$ cat src/pkg/tscg_pkg.sv
// constants shared by the code gate sequencer
package tscg_pkg;
    // channel indices
    localparam int CH_M = 0;
    localparam int CH_X = 1;
    localparam int CH_Y = 2;
    localparam int CH_N = 3;
    localparam int SYNC_W = 6;

    // timing, in microseconds and in reference edges
    localparam int REF_PERIOD_US = 100;
    localparam int GATE_TIME_US = 7400;
    localparam int GATE_REF_EDGES = GATE_TIME_US / REF_PERIOD_US;
    localparam int DIV_LONG = 10;
    localparam int DIV_SHORT = 5;
    localparam logic [2:0] DIV5_LAST = 3'(DIV_SHORT - 1);
    localparam logic [2:0] END_DIV5_PHASE = 3'((GATE_REF_EDGES % DIV_LONG) / 2);
    localparam logic [2:0] CODE_LAST = 3'h7;

    // register byte offsets
    localparam logic [3:0] OFS_CTRL = 4'h0;
    localparam logic [3:0] OFS_STATUS = 4'h4;
    localparam logic [3:0] OFS_IGNORED = 4'h8;
    localparam logic [3:0] OFS_GATES_DONE = 4'hc;

    // field positions
    localparam int CTRL_SPACING_500_BIT = 0;
    localparam int CTRL_SINGLE_PULSE_BIT = 1;
    localparam int STATUS_GATE_LSB = 0;
    localparam int STATUS_HOLD_LSB = 4;
    localparam int STATUS_CODE_LSB = 8;
    localparam int IGNORED_LSB = 0;

    // reset values
    localparam logic [1:0] CTRL_RESET = 2'h0;
    localparam logic [15:0] GATES_DONE_RESET = 16'h0000;

    // bus answers
    localparam logic [1:0] RESP_OKAY = 2'h0;
    localparam logic [1:0] RESP_SLVERR = 2'h2;
endpackage

$ cat src/pkg/tscg_count_if.sv
// link between sequencer and divider/code counter
interface tscg_count_if;
    logic ref_tick;
    logic clear;
    logic spacing_500;
    logic [2:0] code_count;
    logic gate_end;

    modport ctl (output ref_tick, output clear, output spacing_500, input code_count, input gate_end);
    modport cnt (input ref_tick, input clear, input spacing_500, output code_count, output gate_end);
endinterface

$ cat src/tscg_edge_sync.sv
// two-stage synchroniser with rising-edge pulse per bit
module tscg_edge_sync
    import tscg_pkg::*;
(
    // clock and reset
    input wire logic aclk,
    input wire logic aresetn,
    // asynchronous levels in
    input wire logic [SYNC_W-1:0] din,
    // synchronised level and rising edge out
    output logic [SYNC_W-1:0] level,
    output logic [SYNC_W-1:0] rise
);
    logic [SYNC_W-1:0] meta_ff;
    logic [SYNC_W-1:0] sync_ff;
    logic [SYNC_W-1:0] last_ff;

    always_ff @(posedge aclk) begin
        if (!aresetn) begin
            meta_ff <= '0;
            sync_ff <= '0;
            last_ff <= '0;
        end else begin
            meta_ff <= din;
            sync_ff <= meta_ff;
            last_ff <= sync_ff;
        end
    end

    assign level = sync_ff;
    assign rise = sync_ff & ~last_ff;
endmodule

$ cat src/tscg_code_counter.sv
// divide-by-2/5 prescaler and three-bit code counter
module tscg_code_counter
    import tscg_pkg::*;
(
    // clock and reset
    input wire logic aclk,
    input wire logic aresetn,
    // link to sequencer
    tscg_count_if.cnt cif
);
    logic half_ff;
    logic [2:0] div5_ff;
    logic [2:0] code_ff;
    logic end_ff;
    logic nxt_half;
    logic [2:0] nxt_div5;
    logic [2:0] nxt_code;
    logic div_carry;
    logic done;

    always_comb begin
        nxt_half = cif.spacing_500 ? 1'b0 : ~half_ff;
        div_carry = cif.spacing_500 | half_ff;
        nxt_div5 = div5_ff;
        nxt_code = code_ff;
        if (div_carry) begin
            nxt_div5 = (div5_ff == DIV5_LAST) ? 3'h0 : div5_ff + 3'h1;
            if (div5_ff == DIV5_LAST) begin
                nxt_code = code_ff + 3'h1;
            end
        end
        done = cif.ref_tick && nxt_code == CODE_LAST && nxt_div5 == END_DIV5_PHASE && !nxt_half;
    end

    always_ff @(posedge aclk) begin
        if (!aresetn || cif.clear || done) begin
            half_ff <= 1'b0;
            div5_ff <= 3'h0;
            code_ff <= 3'h0;
        end else if (cif.ref_tick) begin
            half_ff <= nxt_half;
            div5_ff <= nxt_div5;
            code_ff <= nxt_code;
        end
    end

    always_ff @(posedge aclk) begin
        if (!aresetn) begin
            end_ff <= 1'b0;
        end else begin
            end_ff <= done && !cif.clear;
        end
    end

    assign cif.code_count = code_ff;
    assign cif.gate_end = end_ff;
endmodule

$ cat src/tscg_sequencer.sv
// code gate sequencer: toggles, blocking, timing gate, register slave
// Overview of operation
// After reset all three toggles idle, gates inactive, ready for triggers.
// Idle unblocked toggle goes active on its trigger, raising its gate.
// An active gate passes its channel's 10 kHz reference to the divider.
// The three gated references merge onto one shared line.
// Inactive gate lets none of its reference through; line idles low.
// At 1000 us spacing divide 10 kHz down to a 1 kHz count clock.
// Divide-by-five stage gives one output cycle per five inputs.
// Divide-by-ten is a divide-by-two toggle ahead of divide-by-five.
// Operator selects 500 us or 1000 us spacing; 1000 us normal.
// Three-bit binary code counter shows each count for one spacing period.
// Counter resets itself and ends the gate 7400 us after opening; at 500 us spacing the code ends it after 3700 us.
// Gate-end pulse reaches all toggles; only the active one changes.
// Active master gate holds the first-slave toggle against its trigger.
// Trigger source spaces first-slave trigger 7400 us after master trigger.
// Three holds, one per active gate, freeze their target toggle.
// Blocking is cyclic: master blocks X, X blocks Y, Y blocks master.
// When a channel's gate ends, the toggle it blocked is released.
// Eight-pulse mode: counter completion resets all three toggles.
// Single-pulse mode: master end resets slaves; first-slave end resets master.
// 500 us spacing bypasses divide-by-two, using divide-by-five only.
// Triggers and references synchronised; triggers become one-cycle edges.
// Trigger arriving blocked or already active is dropped, not queued.
module tscg_sequencer
    import tscg_pkg::*;
(
    // clock and reset
    input wire logic aclk,
    input wire logic aresetn,
    // triggers and references
    input wire logic master_trigger,
    input wire logic first_slave_trigger,
    input wire logic second_slave_trigger,
    input wire logic master_ref,
    input wire logic first_slave_ref,
    input wire logic second_slave_ref,
    // gates and holds
    output logic master_gate,
    output logic first_slave_gate,
    output logic second_slave_gate,
    output logic master_hold,
    output logic first_slave_hold,
    output logic second_slave_hold,
    // shared reference and code outputs
    output logic shared_ref,
    output logic [2:0] code_count,
    output logic gate_end,
    // axi4-lite write address
    input wire logic [3:0] s_axi_awaddr,
    input wire logic s_axi_awvalid,
    output logic s_axi_awready,
    // axi4-lite write data
    input wire logic [31:0] s_axi_wdata,
    input wire logic [3:0] s_axi_wstrb,
    input wire logic s_axi_wvalid,
    output logic s_axi_wready,
    // axi4-lite write response
    output logic [1:0] s_axi_bresp,
    output logic s_axi_bvalid,
    input wire logic s_axi_bready,
    // axi4-lite read address
    input wire logic [3:0] s_axi_araddr,
    input wire logic s_axi_arvalid,
    output logic s_axi_arready,
    // axi4-lite read data
    output logic [31:0] s_axi_rdata,
    output logic [1:0] s_axi_rresp,
    output logic s_axi_rvalid,
    input wire logic s_axi_rready
);
    tscg_count_if cif ();

    logic [SYNC_W-1:0] sync_level;
    logic [SYNC_W-1:0] sync_rise;
    logic [CH_N-1:0] trig_rise;
    logic [CH_N-1:0] ref_level;
    logic [CH_N-1:0] ref_rise;

    logic [CH_N-1:0] active_ff;
    logic [CH_N-1:0] prev_active_ff;
    logic [CH_N-1:0] nxt_active;
    logic [CH_N-1:0] hold;
    logic [CH_N-1:0] fire;
    logic [CH_N-1:0] dropped;
    logic [CH_N-1:0] falling;
    logic shared_ref_ff;
    logic [2:0] code_ff;
    logic gate_end_ff;

    logic [1:0] ctrl_ff;
    logic [CH_N-1:0] ignored_ff;
    logic [CH_N-1:0] nxt_ignored;
    logic [15:0] gates_done_ff;

    logic aw_full_ff;
    logic [3:0] awaddr_ff;
    logic w_full_ff;
    logic [31:0] wdata_ff;
    logic [3:0] wstrb_ff;
    logic awready_ff;
    logic wready_ff;
    logic bvalid_ff;
    logic [1:0] bresp_ff;
    logic arready_ff;
    logic rvalid_ff;
    logic [31:0] rdata_ff;
    logic [1:0] rresp_ff;
    logic aw_hs;
    logic w_hs;
    logic b_hs;
    logic ar_hs;
    logic r_hs;
    logic do_write;
    logic nxt_aw_full;
    logic nxt_w_full;
    logic nxt_r_busy;
    logic [CH_N-1:0] w1c;

    function automatic logic addr_mapped(input logic [3:0] addr);
        return addr == OFS_CTRL || addr == OFS_STATUS || addr == OFS_IGNORED || addr == OFS_GATES_DONE;
    endfunction

    // synchronise triggers (low bits) and references (high bits)
    tscg_edge_sync u_sync (
        .aclk(aclk),
        .aresetn(aresetn),
        .din({second_slave_ref, first_slave_ref, master_ref,
              second_slave_trigger, first_slave_trigger, master_trigger}),
        .level(sync_level),
        .rise(sync_rise)
    );

    assign trig_rise = sync_rise[CH_N-1:0];
    assign ref_level = sync_level[SYNC_W-1:CH_N];
    assign ref_rise = sync_rise[SYNC_W-1:CH_N];

    tscg_code_counter u_counter (
        .aclk(aclk),
        .aresetn(aresetn),
        .cif(cif)
    );

    assign cif.ref_tick = |(ref_rise & active_ff);
    assign cif.clear = |fire;
    assign cif.spacing_500 = ctrl_ff[CTRL_SPACING_500_BIT];

    // cyclic blocking from each active gate
    assign hold[CH_X] = active_ff[CH_M];
    assign hold[CH_Y] = active_ff[CH_X];
    assign hold[CH_M] = active_ff[CH_Y];

    // toggle next state
    always_comb begin
        falling = prev_active_ff & ~active_ff;
        fire = trig_rise & ~active_ff & ~hold;
        dropped = trig_rise & ~fire;
        nxt_active = active_ff;
        if (cif.gate_end) begin
            nxt_active = '0;
        end
        if (ctrl_ff[CTRL_SINGLE_PULSE_BIT]) begin
            if (falling[CH_M]) begin
                nxt_active[CH_X] = 1'b0;
                nxt_active[CH_Y] = 1'b0;
            end
            if (falling[CH_X]) begin
                nxt_active[CH_M] = 1'b0;
            end
        end
        nxt_active = nxt_active | fire;
    end

    always_ff @(posedge aclk) begin
        if (!aresetn) begin
            active_ff <= '0;
            prev_active_ff <= '0;
        end else begin
            active_ff <= nxt_active;
            prev_active_ff <= active_ff;
        end
    end

    // shared reference line and registered code outputs
    always_ff @(posedge aclk) begin
        if (!aresetn) begin
            shared_ref_ff <= 1'b0;
            code_ff <= 3'h0;
            gate_end_ff <= 1'b0;
        end else begin
            shared_ref_ff <= |(ref_level & active_ff);
            code_ff <= cif.code_count;
            gate_end_ff <= cif.gate_end;
        end
    end

    // completed gate counter
    always_ff @(posedge aclk) begin
        if (!aresetn) begin
            gates_done_ff <= GATES_DONE_RESET;
        end else if (cif.gate_end) begin
            gates_done_ff <= gates_done_ff + 16'h0001;
        end
    end

    // sticky dropped-trigger flags, set wins over clear
    always_comb begin
        w1c = '0;
        if (do_write && awaddr_ff == OFS_IGNORED && wstrb_ff[0]) begin
            w1c = wdata_ff[IGNORED_LSB +: CH_N];
        end
        nxt_ignored = (ignored_ff & ~w1c) | dropped;
    end

    always_ff @(posedge aclk) begin
        if (!aresetn) begin
            ignored_ff <= '0;
        end else begin
            ignored_ff <= nxt_ignored;
        end
    end

    // bus handshakes
    assign aw_hs = s_axi_awvalid && awready_ff;
    assign w_hs = s_axi_wvalid && wready_ff;
    assign b_hs = bvalid_ff && s_axi_bready;
    assign ar_hs = s_axi_arvalid && arready_ff;
    assign r_hs = rvalid_ff && s_axi_rready;
    assign do_write = aw_full_ff && w_full_ff && !bvalid_ff;
    assign nxt_aw_full = (aw_full_ff || aw_hs) && !b_hs;
    assign nxt_w_full = (w_full_ff || w_hs) && !b_hs;
    assign nxt_r_busy = (rvalid_ff || ar_hs) && !r_hs;

    // write address and data capture, either order
    always_ff @(posedge aclk) begin
        if (!aresetn) begin
            aw_full_ff <= 1'b0;
            w_full_ff <= 1'b0;
            awready_ff <= 1'b0;
            wready_ff <= 1'b0;
            awaddr_ff <= 4'h0;
            wdata_ff <= 32'h0000_0000;
            wstrb_ff <= 4'h0;
        end else begin
            aw_full_ff <= nxt_aw_full;
            w_full_ff <= nxt_w_full;
            awready_ff <= !nxt_aw_full;
            wready_ff <= !nxt_w_full;
            if (aw_hs) begin
                awaddr_ff <= s_axi_awaddr;
            end
            if (w_hs) begin
                wdata_ff <= s_axi_wdata;
                wstrb_ff <= s_axi_wstrb;
            end
        end
    end

    // write response and control register
    always_ff @(posedge aclk) begin
        if (!aresetn) begin
            bvalid_ff <= 1'b0;
            bresp_ff <= RESP_OKAY;
            ctrl_ff <= CTRL_RESET;
        end else if (do_write) begin
            bvalid_ff <= 1'b1;
            bresp_ff <= addr_mapped(awaddr_ff) ? RESP_OKAY : RESP_SLVERR;
            if (awaddr_ff == OFS_CTRL && wstrb_ff[0]) begin
                ctrl_ff <= wdata_ff[1:0];
            end
        end else if (b_hs) begin
            bvalid_ff <= 1'b0;
        end
    end

    // read channel
    always_ff @(posedge aclk) begin
        if (!aresetn) begin
            arready_ff <= 1'b0;
            rvalid_ff <= 1'b0;
            rdata_ff <= 32'h0000_0000;
            rresp_ff <= RESP_OKAY;
        end else begin
            arready_ff <= !nxt_r_busy;
            if (ar_hs) begin
                rvalid_ff <= 1'b1;
                rresp_ff <= addr_mapped(s_axi_araddr) ? RESP_OKAY : RESP_SLVERR;
                rdata_ff <= 32'h0000_0000;
                case (s_axi_araddr)
                    OFS_CTRL: begin
                        rdata_ff[1:0] <= ctrl_ff;
                    end
                    OFS_STATUS: begin
                        rdata_ff[STATUS_GATE_LSB +: CH_N] <= active_ff;
                        rdata_ff[STATUS_HOLD_LSB +: CH_N] <= hold;
                        rdata_ff[STATUS_CODE_LSB +: 3] <= code_ff;
                    end
                    OFS_IGNORED: begin
                        rdata_ff[IGNORED_LSB +: CH_N] <= ignored_ff;
                    end
                    OFS_GATES_DONE: begin
                        rdata_ff[15:0] <= gates_done_ff;
                    end
                    default: begin
                        rdata_ff <= 32'h0000_0000;
                    end
                endcase
            end else if (r_hs) begin
                rvalid_ff <= 1'b0;
            end
        end
    end

    // outputs
    assign master_gate = active_ff[CH_M];
    assign first_slave_gate = active_ff[CH_X];
    assign second_slave_gate = active_ff[CH_Y];
    assign master_hold = active_ff[CH_Y];
    assign first_slave_hold = active_ff[CH_M];
    assign second_slave_hold = active_ff[CH_X];
    assign shared_ref = shared_ref_ff;
    assign code_count = code_ff;
    assign gate_end = gate_end_ff;
    assign s_axi_awready = awready_ff;
    assign s_axi_wready = wready_ff;
    assign s_axi_bvalid = bvalid_ff;
    assign s_axi_bresp = bresp_ff;
    assign s_axi_arready = arready_ff;
    assign s_axi_rvalid = rvalid_ff;
    assign s_axi_rdata = rdata_ff;
    assign s_axi_rresp = rresp_ff;
endmodule

$ cat config.mk
export PLATFORM = sky130hd
export DESIGN_NAME = tscg_sequencer
export DESIGN_NICKNAME = d
export VERILOG_FILES = /design/src/pkg/tscg_pkg.sv /design/src/pkg/tscg_count_if.sv /design/src/tscg_edge_sync.sv /design/src/tscg_code_counter.sv /design/src/tscg_sequencer.sv
export SDC_FILE = /design/constraint.sdc
export NUM_CORES = 1
export LEC_CHECK = 0
export BUFFER_PORTS_ARGS = -buffer_cell sky130_fd_sc_hd__buf_4
export CORE_MARGIN = 2
export CORE_UTILIZATION = 46
export CTS_CLUSTER_SIZE = 14
export DETAILED_ROUTE_END_ITERATION = 7
export PLACE_DENSITY = 0.8
export SYNTH_ARGS = -nofsm -noshare
export SYNTH_HDL_FRONTEND = slang
export SYNTH_SLANG_ARGS = --single-unit
$ cat constraint.sdc
create_clock -name aclk -period 1.9 [get_ports aclk]
set_clock_uncertainty 0.2 [all_clocks]
set_input_delay 0.095 -clock aclk [delete_from_list [all_inputs] [get_ports aclk]]
set_output_delay 0.095 -clock aclk [all_outputs]
set_load 0.005 [all_outputs]
# Yosys cells after proc, flatten, opt, wreduce, memory -nomap -nowiden
# Cells that the tools add are included.
# word_totals
memories	0
wordCells	125
mem_bits_ro	0
ff_bits	92
mem_bits_rw	0
latchBits	0
input_bits	57
output_inout_bits	52
# classes
mux	23
n_reduce_logical	45
bitwise_logic	17
n_shift	0
magnitude_cmp	0
add_sub_neg	3
eq_ne	9
div_mod_pow	0
n_mul	0
# ops
op	count
$mux 3	7
$and 3x3->3	6
$logic_and 1x1->1	17
$add 16x1->16 const B	1
$eq 4x4->1 const B	4
$not 3->3	4
$pmux 3 s2	2
$logic_or 1x1->1	11
$logic_not 1->1	9
$reduce_or 3->1	3
$eq 4x3->1 const B	2
$logic_not 4->1	2
$mux 1	8
$pmux 2 s4	1
$add 3x1->3 const B	2
$and 6x6->6	1
$eq 3x3->1 const B	2
$mux 2	3
$not 6->6	1
$or 3x3->3	2
$mux 5	1
$reduce_bool 2->1	2
$eq 3x2->1 const B	1
$pmux 1 s3	1
other kinds (4)	4

# Longest topological paths before layout
# Gate-level depths: netlist of the first run.
# depth
depth_word	8
ltp_mapped	6
depth_no_buf	6

# Modules after synthesis
# From an unflattened synthesis of the first run, not the netlist that was laid out.
# unflattened
cells_unflattened	409
hier_area_um2	3801.1
# by_module_without_submodules
module	area_each_um2	instances	seq_area_each_um2	cells_each
tscg_sequencer	2780.2	1	1281.2	315
tscg_edge_sync	539.3	1	360.3	43
tscg_code_counter	481.7	1	160.2	51

# Worst setup path before layout of the first run
# OpenSTA, ideal clock, no wires.
# synth_timing
path_kind	reg2reg
startpoint	register u_counter.div5_ff[0]
endpoint	register u_counter.code_ff[1], in the netlist u_counter.cif.code_count[1]
slack_ns	0.052
arrival_ns	1.509
stages_incl_launch_ff	7
setup_ns	0.139
t_required_ns	1.561
n_path_buf	0
period_less_slack_ns	1.848
path_cell_list	dfxtp_1 -> inv_1 -> ha_1 -> o211ai_2 -> or3b_4 -> a221oi_4 -> a221oi_1
# synth_via
elab_chain_cells	8
word_cells_on_any_way	12
cone_classes	add/sub: 1; eq/ne: 3; mux: 4; reduce/logical: 4
# synth_lines
element	line_no	rtl
start: declaration	tscg_code_counter.sv:12	logic [2:0] div5_ff;
start signal: assignment	tscg_code_counter.sv:42	div5_ff <= nxt_div5;
branches (longest 8 deep; another with $add 3x1->3)	-	
end signal: assignment	tscg_code_counter.sv:43	code_ff <= nxt_code;
end: declaration	tscg_code_counter.sv:13	logic [2:0] code_ff;
# Several ways; the timed one is not identified.
# A chain may end at the register's enable or synchronous reset.

# Worst setup path in the final report of the first run
# layout_timing
startpoint	register u_counter.div5_ff[1]
endpoint	register u_counter.end_ff, in the netlist u_counter.cif.gate_end
# layout_via
elab_chain_cells	8
word_cells_on_any_way	12
cone_classes	add/sub: 1; eq/ne: 3; mux: 4; reduce/logical: 4
# layout_lines
element	line_no	rtl
branches (longest 5 deep; another with $add 3x1->3)	-	
$logic_and 1x1->1 * (2 in series)	tscg_code_counter.sv:32	done = cif.ref_tick && nxt_code == CODE_LAST && nxt_div5 == END_DIV5_PHASE && !nxt_half;
$logic_and 1x1->1 *	tscg_code_counter.sv:51	end_ff <= done && !cif.clear;
end signal: assignment	tscg_code_counter.sv:51	
end: declaration	tscg_code_counter.sv:14	logic end_ff;
# Every way passes the cells marked *.

==> results of run 1 <==
==> flip-flops by register name, summed over array words and instances (netlist names), 2 cells and up <==
signal,count
s_axi_rdata,16
gates_done_ff,16
u_counter.cif.code_count,3
prev_active_ff,2
active_ff,3
u_sync.level,6
wdata_ff,3
u_sync.meta_ff,6
ignored_ff,3
u_sync.last_ff,6
code_count,3
u_counter.div5_ff,3
awaddr_ff,4
ctrl_ff,2
==> metal layers <==
metal  vias up  part of all wire  global-route usage
met5         -                 0                   0
met4         0             0.015              0.0652
met3        15             0.045              0.0425
met2        90              0.52               0.356
met1      1519              0.42               0.237
li1       1536                 -                   -
==> synth_stat cells (2+ instances only) <==
master / count
xnor2_1: 10
nor2_1: 50
nor4_1: 6
buf_2: 4
clkbuf_2: 3
nor2b_1: 4
o21ai_0: 6
mux2i_1: 15
ha_1: 4
or2_2: 2
inv_1: 10
a21oi_1: 27
xor2_1: 5
nor4b_1: 3
and2_1: 23
nand4_1: 5
nand2b_1: 5
or4_1: 2
or3_1: 3
a31oi_1: 4
and3_1: 3
buf_1: 4
dfxtp_1: 90
nand3_1: 16
buf_4: 22
a22oi_1: 10
clkbuf_1: 7
nor3_1: 10
a21bo_2: 3
nand3b_1: 5
a211oi_1: 2
nand2_1: 23
==> worst paths after layout <==
path	from	to	slack [ns]	depth (start not counted)
max	u_counter.div5_ff[1]$_SDFFE_PP0N_	u_counter.cif.gate_end$_SDFF_PN0_	0.04	6
min reg2reg	u_sync.meta_ff[2]$_SDFF_PN0_	u_sync.level[2]$_SDFF_PN0_	0.24	1
max reg2reg	u_counter.div5_ff[1]$_SDFFE_PP0N_	u_counter.cif.gate_end$_SDFF_PN0_	0.04	6
min	s_axi_araddr[2]	s_axi_rdata[1]$_SDFFE_PN0P_	0.02	4
==> cell families (layout without fill, tap and decap cells) <==
kind of cell,Yosys count,after routing,share of synthesized area
other cells,1,18,0.00101
simple gates,162,162,0.222
buf+inv,51,136,0.0762
fa+ha+maj,4,4,0.0135
compound gates,62,62,0.113
mux,17,17,0.0536
flops,90,90,0.486
xor+xnor,15,15,0.0354
==> stage by stage <==
| step | area [sq um] | instances |
|---|---|---|
| floorplan | 3770 | 419 |
| CTS | 4750 | 605 |
| finish | 4800 | 606 |
| global placement | 4250 | 560 |
| global route | 4800 | 606 |
| detailed placement | 4250 | 560 |
==> repair_timing <==
action	4_1_cts	5_1_grt
endpoints found under the setup margin	2	12
buffers inserted	0	1
resized for setup	1	12
hold endpoints to repair	25	0
pin swaps	0	5
hold buffers	29	0
==> worst min-delay path: cells and delay by family <==
family	cells	cell delay, ns
mux	1	0.19
buf+inv	1	0.12
simple gates	1	0.07
compound gates	1	0.06
==> cells in the final DEF (no fill, tap or decap), types with 2 or more instances in the layout <==
master and instances:
a21bo_2 3, a21oi_1 27, a22oi_1 10, a31oi_1 4, and2_1 23, and3_1 3, buf_4 80, clkbuf_8 10
clkinvlp_4 3, conb_1 18, dfxtp_1 85, dfxtp_2 5, dlygate4sd3_1 29, ha_1 2, ha_4 2, inv_1 8
inv_2 3, mux2i_1 15, nand2_1 23, nand2b_1 5, nand3_1 16, nand3b_1 5, nand4_1 5, nor2_1 49
nor2b_1 4, nor3_1 10, nor4_1 6, nor4b_1 3, o21ai_0 6, or2_2 2, or3_1 3, or4_1 2
xnor2_1 10, xor2_1 5
==> where the power goes <==
part | total [mW] | switching (mW) | internal (mW)
clock network | 1.32 | 0.673 | 0.643
registers | 1.96 | 0.0360 | 1.93
logic | 0.281 | 0.132 | 0.149
==> layout make-up <==
| class | instances | area, sq um |
|---|---|---|
| fill | 649 | 2970 |
| sequential | 90 | 1810 |
| multi-input combinational | 278 | 1730 |
| timing repair buffer | 109 | 891 |
| clock buffer | 10 | 138 |
| tap | 102 | 128 |
| clock inverter | 6 | 66.3 |
| inverter | 11 | 41.3 |
==> metrics, run 1 <==
status=complete, no violations; peak supply drop=421 uV; Max Root-Sink Buffers=2; Avg WL per Cell=13.9 microns; first-pass GRT wire length=13900 microns; pwr dens=742 mW/mm^2; Synth cell types=48; fmax=536 MHz; CTS buffer count=9; largest fanout on the critical path=5; TritonCTS sink count=90; core box area=0.00777 sq mm; crit path buf inv count=1; largest cells by area after synthesis=dfxtp_1, nor2_1, buf_4; final setup fails=0; setup tns final=0 ns; antenna cells=0; Yosys top cell by area=dfxtp_1; largest stage delay on the critical path=0.39 ns; Clk pin slew, worst setup/hold paths=0.09 ns; post-synthesis sequential area ratio=0.486; Global Route Usage Sum=0.199; top-area cell type share of the netlist area=0.486; worst hold slack=0.0200 ns; path type of the worst min-delay path=in2reg; Worst Setup End Kind=flop; final hold violations=0; Post-Syn Area=0.00371 sq mm; final WL=8430 microns; number of synthesized flops with an enable pin=0; HPWL after DPL=5630 microns; Worst EP arrival=1.96 ns; DRT Pass-1 Iters=4; Crit Path Category=reg2reg; Root Buffer Master=clkbuf_8; leakage=1.91 nW; share of layout cells above drive strength 1=0.236; slowest CP cell=or3b_4; CTS H-tree lvls=3; Syn Area/Cell=9.23 sq um; CP required=2.00 ns; Chip Width=93.8 microns; First DRT Iteration DRCs=130; worst-skew pair later-pin latency=0.36 ns; Cell Rows=32; Area growth, synth to finish=29.4%; largest net degree at the start of global routing=32; DRC Markers=0; Die Area=0.00880 sq mm; Tmin final=1.86 ns; net count reported at finish=560; Starting Density=0.477; Seq cells post-synth=90; Die Ht=93.8 microns; DR vias=3160; vias per cell=5.21; top_reg_cell synth=dfxtp_1; PortBufs=58; max-slew violations=0; antenna viol nets, final=0; Post-synth ARST share=0; fin worst setup slack=0.0358 ns; Max-Cap Viols=0; period utilisation layout=0.981; GRT overflow=0; pre-CTS setup slack=-0.0146 ns; vias in the first global route=3029; Placer Congestion=0.852; RSZ-0062 raised after global routing=true; antenna violations before repair=0; crit-path leading delay family=simple AND/OR/NAND/NOR gates; Syn Inst Count=402; crit-path cells=inv_2, ha_4, o211ai_2, or3b_4, a221oi_4, and3_1; Worst setup SP type=flop; final core utilization=0.618; Overall Power=3.56 mW; Ports=109; CTS tree=yes; synthesis warning total=0
No activity file was read; power rests on OpenSTA's default activity.
==> inputs of run 2 (changes only) <==
Settings changed: CORE_UTILIZATION 46 to 47, PLACE_DENSITY 0.8 to 0.81, SETUP_SLACK_MARGIN from default to 0.5, SYNTH_HIERARCHICAL from default to 1.
==> run 2 against run 1 <==
  * The flow now finishes with violations (negative setup slack)
  * Sequential share of layout area fell by 0.43 points
  * Synthesized cell count rose by 1.7%
  * Cell count did not move
  * Largest cell class is now multi-input combinational cells
  * Largest power group unchanged
==> metrics, run 2 <==
Placer Congestion=0.856 (+0.39%); path type of the worst min-delay path=in2reg; HPWL after DPL=5510 microns (-2.1%); hold path depth=3 (-1); Ports=109 (unchanged); Syn Area/Cell=9.29 sq um (+0.74%); Worst Setup End Kind=flop; largest stage delay on the critical path=0.38 ns (about the same); crit-path cells=nor2b_4, a222oi_1, inv_1, and2_4, mux2i_4, o41ai_4, buf_6, nor2_1; DR vias=3127 (-1.0%); Area growth, synth to finish=30.4%; Hold Crit Start=aresetn; largest cells by area after synthesis=dfxtp_1, mux2i_1, buf_4; pwr dens=693 mW/mm^2 (-6.6%); core box area=0.00777 sq mm (unchanged); net count reported at finish=561 (+0.18%); post-synthesis sequential area ratio=0.474 (-0.0118); largest net degree at the start of global routing=27 (-16%); Hold Path End=s_axi_awready$_SDFF_PN0_; top cells by count, synth=dfxtp_1, nor2_1, nand2_1, a21oi_1, buf_4; DRT Pass-1 Iters=4 (unchanged); Worst setup SP type=flop; PortBufs=58 (unchanged); max-slew violations=0 (unchanged); largest fanout on the critical path=6 (+1); Avg WL per Cell=13.7 microns (-1.5%); Overall Power=3.44 mW (-3.5%); top-count cell post-synth=dfxtp_1; Seq cells post-synth=90 (unchanged); CTS H-tree lvls=3 (unchanged); Worst R2R Path Depth=8 (+2); leakage=2.05 nW (+7.2%); peak supply drop=414 uV (-1.8%); Setup crit start=u_sync/level[3]$_SDFF_PN0_; antenna violations before repair=0 (unchanged); Cell Rows=32 (unchanged); Max-Cap Viols=0 (unchanged); final hold violations=0 (unchanged); TritonCTS sink count=90 (unchanged); period utilisation layout=1.03 (+0.0500); DRC Markers=0 (unchanged); number of synthesized flops with an enable pin=0 (unchanged); status=finished, violations left; worst hold slack=0.0407 ns (+0.0207 ns); Tmin final=1.96 ns (+0.0950 ns); antenna cells=0 (unchanged); worst-skew pair later-pin latency=0.36 ns (about the same); Crit Path Category=reg2reg; Die Ht=93.9 microns (+0.15%); final WL=8300 microns (-1.5%); First DRT Iteration DRCs=138 (+6.2%); fin worst setup slack=-0.0592 ns (-0.0950 ns); CP required=1.99 ns (about the same); first-pass GRT wire length=13300 microns (-4.3%); slowest CP cell=a222oi_1; CTS tree=yes; Post-Syn Area=0.00380 sq mm (+2.5%); GRT overflow=0 (unchanged); CTS buffer count=9 (unchanged); Root Buffer Master=clkbuf_8; share of layout cells above drive strength 1=0.325 (+0.0893); Yosys top cell by area=dfxtp_1; R2R Setup Slk=-0.06 ns (-0.09 ns); most common cell after layout, fill and taps aside=buf_4; Die Area=0.00882 sq mm (+0.30%); antenna viol nets, final=0 (unchanged); top_reg_cell synth=dfxtp_1; synthesis warning total=6 (+6); vias per cell=5.16 (-1.0%); RSZ-0062 raised after global routing=true; Worst EP arrival=2.05 ns (+0.09 ns); final setup fails=8 (+8); vias in the first global route=2938 (-3.0%); most frequent cells in the layout=buf_4, dfxtp_1, nor2_1; Max Root-Sink Buffers=2 (unchanged); Starting Density=0.489 (+0.0119); Global Route Usage Sum=0.193 (-0.00620); fmax=510 MHz (-4.8%); worst r2r src=u_sync/level[3]$_SDFF_PN0_; Synth cell types=50 (+4.2%); failing checks=negative setup slack; Post-synth ARST share=0 (unchanged); top-area cell type share of the netlist area=0.474 (-0.0118); worst r2r dst=u_counter/half_ff$_SDFFE_PP0P_; Syn Inst Count=409 (+1.7%); Chip Width=93.9 microns (+0.15%); Clk pin slew, worst setup/hold paths=0.09 ns (about the same)
run 2: changes by cell type after synthesis, moves of 6 or more:
cell / change
and2_1: -13
and2_2: +14
mux2i_1: +6
nand2_1: +11
nand2b_1: +8
nor2_1: -9
nor3_1: -6
nor4_1: -6
xnor2_1: -7
run 2: where the power goes:
part           switching [mW]  total, mW  internal (mW)
sequential             0.0330       1.95           1.92
clock                   0.668       1.18          0.510
combinational           0.146      0.307          0.160
run 2: layer usage:
metal	vias up	track usage	wire, microns
met5	-	0	0
met4	0	0.0700	136
met3	13	0.0626	330
met2	72	0.334	4270
met1	1489	0.222	3570
li1	1553	-	-
run 2: area by class of cell:
class	instances	area, sq um
inverters	9	33.8
flip-flops and latches	90	1850
clock buffers	10	138
multi-input cells	289	1930
well taps	102	128
repair buffers	101	838
fillers	620	2810
clock inverters	5	40.0
run 2: per-stage QoR:
stage / instances / TNS (ns) / instance area (sq um) / setup slack [ns] / utilization
after global routing: 606 / -1.07 / 4960 / -0.155 / 0.638
final: 606 / -0.307 / 4960 / -0.0592 / 0.638
after CTS: 602 / -0.000676 / 4840 / -0.000676 / 0.623
after global placement: 557 / 0 / 4290 / 0.0275 / 0.552
after detailed placement: 557 / -0.131 / 4290 / -0.0405 / 0.552
after floorplan: 426 / 0 / 3910 / 0.175 / -
run 2: kinds of logic (layout without fill, tap and decap cells):
group	after synthesis	in the layout	share of synthesized area
AND/OR/NAND/NOR	168	168	0.236
flip-flops	90	90	0.474
AO/OA/AOI/OAI	65	65	0.115
buffers and inverters	47	125	0.0737
multiplexers	23	23	0.0622
XOR/XNOR	11	11	0.0253
adder cells (fa/ha/maj)	4	4	0.0132
other	1	18	0.000987
run 2: worst max-delay path: cells and delay by family, from the launching register on:
family,cells,cell delay [ns]
AO/OA/AOI/OAI,2,0.48
AND/OR/NAND/NOR,3,0.39
flip-flops,1,0.33
buffers and inverters,2,0.32
multiplexers,1,0.17
run 2: timing repair:
action	4_1_cts	5_1_grt
setup endpoints to repair	39	35
resized for setup	34	27
buffers inserted	7	4
hold buffers	23	0
hold endpoints to repair	33	0
pin swaps	6	10
run 2: worst max path at each step:
| stage | to | slack (ns) |
|---|---|---|
| after floorplan | u_counter/cif.gate_end$_SDFF_PN0_ | 0.17 |
| after detailed placement | u_counter/div5_ff[2]$_SDFFE_PP0P_ | -0.04 |
| final | u_counter/half_ff$_SDFFE_PP0P_ | -0.06 |
| after global placement | u_counter/div5_ff[2]$_SDFFE_PP0P_ | 0.03 |
| after CTS | u_counter/div5_ff[0]$_SDFFE_PP0P_ | -0.0007 |
| after global routing | u_counter/half_ff$_SDFFE_PP0P_ | -0.15 |
==> inputs of run 3 (changes only) <==
Settings changed: CAP_MARGIN from default to 0, SETUP_SLACK_MARGIN 0.5 to default.
==> run 3 against run 2 <==
  * The run still ends with negative setup slack left
  * Critical path depth is 1 lower
  * Sequential power about the same
  * Clock power rose by 7%
  * Count of clock-buffer cells in the layout is 1 lower
  * Die area is the same
  * Maximum frequency decreased by 3.0%
  * Sequential share of layout area grew 0.17 points
  * Global-route usage up 0.35 points
  * Power grew 2.4%
  * Register-to-register slack worse by 0.06 ns
  * Largest cell class unchanged
==> metrics, run 3 (same netlist as run 2, synthesis figures left out) <==
antenna viol nets, final=0 (unchanged); DRT Pass-1 Iters=4 (unchanged); peak supply drop=528 uV (+28%); Crit Path Category=reg2reg; Finished Cell Area=0.00482 sq mm (-2.8%); largest net degree at the start of global routing=32 (+19%); CP required=1.94 ns (-0.05 ns); GRT overflow=0 (unchanged); Max Root-Sink Buffers=2 (unchanged); PortBufs=58 (unchanged); final hold violations=0 (unchanged); RSZ-0062 raised after global routing=true; leakage=2.00 nW (-2.5%); CTS buffer count=9 (unchanged); share of layout cells above drive strength 1=0.235 (-0.0903); CTS tree=yes; Die Area=0.00882 sq mm (unchanged); largest fanout on the critical path=6 (unchanged); Global Route Usage Sum=0.197 (+0.00346); Worst setup SP type=flop; net count reported at finish=558 (-0.53%); failing checks=negative setup slack; Worst Setup End Kind=flop; most common cell after layout, fill and taps aside=dfxtp_1; most frequent cells in the layout=dfxtp_1, buf_4, nor2_1; final setup fails=8 (unchanged); max-slew violations=0 (unchanged); status=finished, violations left; Chip Width=93.9 microns (unchanged); worst-skew pair later-pin latency=0.36 ns (about the same); period utilisation layout=1.06 (+0.0320); vias in the first global route=3032 (+3.2%); final core utilization=0.621 (-0.0176); CTS H-tree lvls=3 (unchanged); Worst Max-Slew Pin Slew=0.513 ns; number of fill cells in the layout=675 (+8.9%); fin worst setup slack=-0.120 ns (-0.0607 ns); Die Ht=93.9 microns (unchanged); antenna cells=0 (unchanged); Storage cell area=0.00180 sq mm (-2.3%); Tmin final=2.02 ns (+0.0607 ns); antenna violations before repair=0 (unchanged); HPWL after DPL=5730 microns (+4.0%); DRC Markers=0 (unchanged); final WL=8300 microns (-0.11%); DR vias=3103 (-0.77%); core box area=0.00777 sq mm (unchanged); R2R Setup Slk=-0.12 ns (-0.06 ns); First DRT Iteration DRCs=135 (-2.2%); Area growth, synth to finish=26.9%; relative slew slack=0.658; Placer Congestion=0.892 (+4.2%); TritonCTS sink count=90 (unchanged); Starting Density=0.489 (unchanged); pwr dens=730 mW/mm^2 (+5.3%); multi-input logic area=0.00185 sq mm (-4.6%); path type of the worst min-delay path=in2reg; Root Buffer Master=clkbuf_8; first-pass GRT wire length=13600 microns (+2.5%); vias per cell=5.14 (-0.44%); Max-Cap Viols=0 (unchanged); Worst EP arrival=2.06 ns (about the same); Ports=109 (unchanged); Placement Cell Area=0.00426 sq mm (-0.58%); Avg WL per Cell=13.7 microns (+0.22%); Clk pin slew, worst setup/hold paths=0.09 ns (about the same); fmax=495 MHz (-3.0%); Cell Rows=32 (unchanged)
run 3: changes by cell type in the layout (fill, tap and decap cells not counted), moves of 4 or more:
cell / delta
nor2_2: -4
dlygate4sd3_1: +7
dfxtp_2: -13
dfxtp_1: +20
dfxtp_4: -7
nor2_1: +4
buf_4: -7
run 3: final timing paths:
path	startpoint	to	depth (start not counted)
worst max-delay path	u_counter/div5_ff[0]$_SDFFE_PP0P_	u_counter/div5_ff[2]$_SDFFE_PP0P_	7
worst min-delay path	s_axi_araddr[2]	s_axi_rdata[2]$_SDFFE_PN0P_	5
worst max register to register	u_counter/div5_ff[0]$_SDFFE_PP0P_	u_counter/div5_ff[2]$_SDFFE_PP0P_	7
worst min register to register	wdata_ff[2]$_SDFFE_PN0P_	ignored_ff[2]$_SDFF_PN0_	1
run 3: timing repair:
item | 4_1_cts | 5_1_grt
setup buffers | 1 | 1
hold buffers | 29 | 0
hold endpoints to repair | 31 | 0
cloned | 0 | 0
setup endpoints to repair | 8 | 8
gates resized for setup | 11 | 5
pin swaps | 3 | 4
run 3: power by group:
part           total, mW  leakage, nW  switching, mW  internal (mW)
combinational      0.303         1.17          0.144          0.158
clock               1.26       0.0991          0.744          0.515
sequential          1.96        0.732         0.0301           1.93
total               3.52         2.00          0.919           2.60
run 3: area by class of cell:
| cell class | instances | share of cell area |
|---|---|---|
| timing repair buffer | 98 | 0.170 |
| clock inverter | 7 | 0.0138 |
| multi-input combinational | 289 | 0.383 |
| sequential | 90 | 0.374 |
| clock buffer | 9 | 0.0257 |
| tap | 102 | 0.0265 |
| inverter | 9 | 0.00701 |
run 3: stage by stage:
step / worst slack, ns / instances / power, mW / hold WS, ns / TNS (ns)
after floorplan: 0.0298 / 426 / 2.16 / 0.0223 / 0
after detailed placement: -0.0816 / 557 / 2.25 / 0.109 / -0.460
final: -0.120 / 604 / 3.52 / 0.0454 / -0.684
after CTS: -0.0662 / 603 / 3.53 / 0.0332 / -0.184
after global placement: -0.0377 / 557 / 2.24 / 0.103 / -0.238
after global routing: -0.199 / 604 / 3.66 / 0.0637 / -1.33
run 3: per-layer routing:
layer | up-vias | track usage | share of wire
met3 | 13 | 0.0650 | 0.046
met5 | - | 0 | 0
met2 | 84 | 0.374 | 0.54
met1 | 1459 | 0.206 | 0.40
met4 | 0 | 0.0495 | 0.018
li1 | 1547 | - | -
run 3: critical path, cell delays in order, from the launching register on:
cell and delay (ns):
dfxtp_2 0.37, inv_1 0.05, ha_1 0.23, o211ai_1 0.16
mux2_4 0.36, o41ai_4 0.28, buf_4 0.20, a21oi_2 0.04
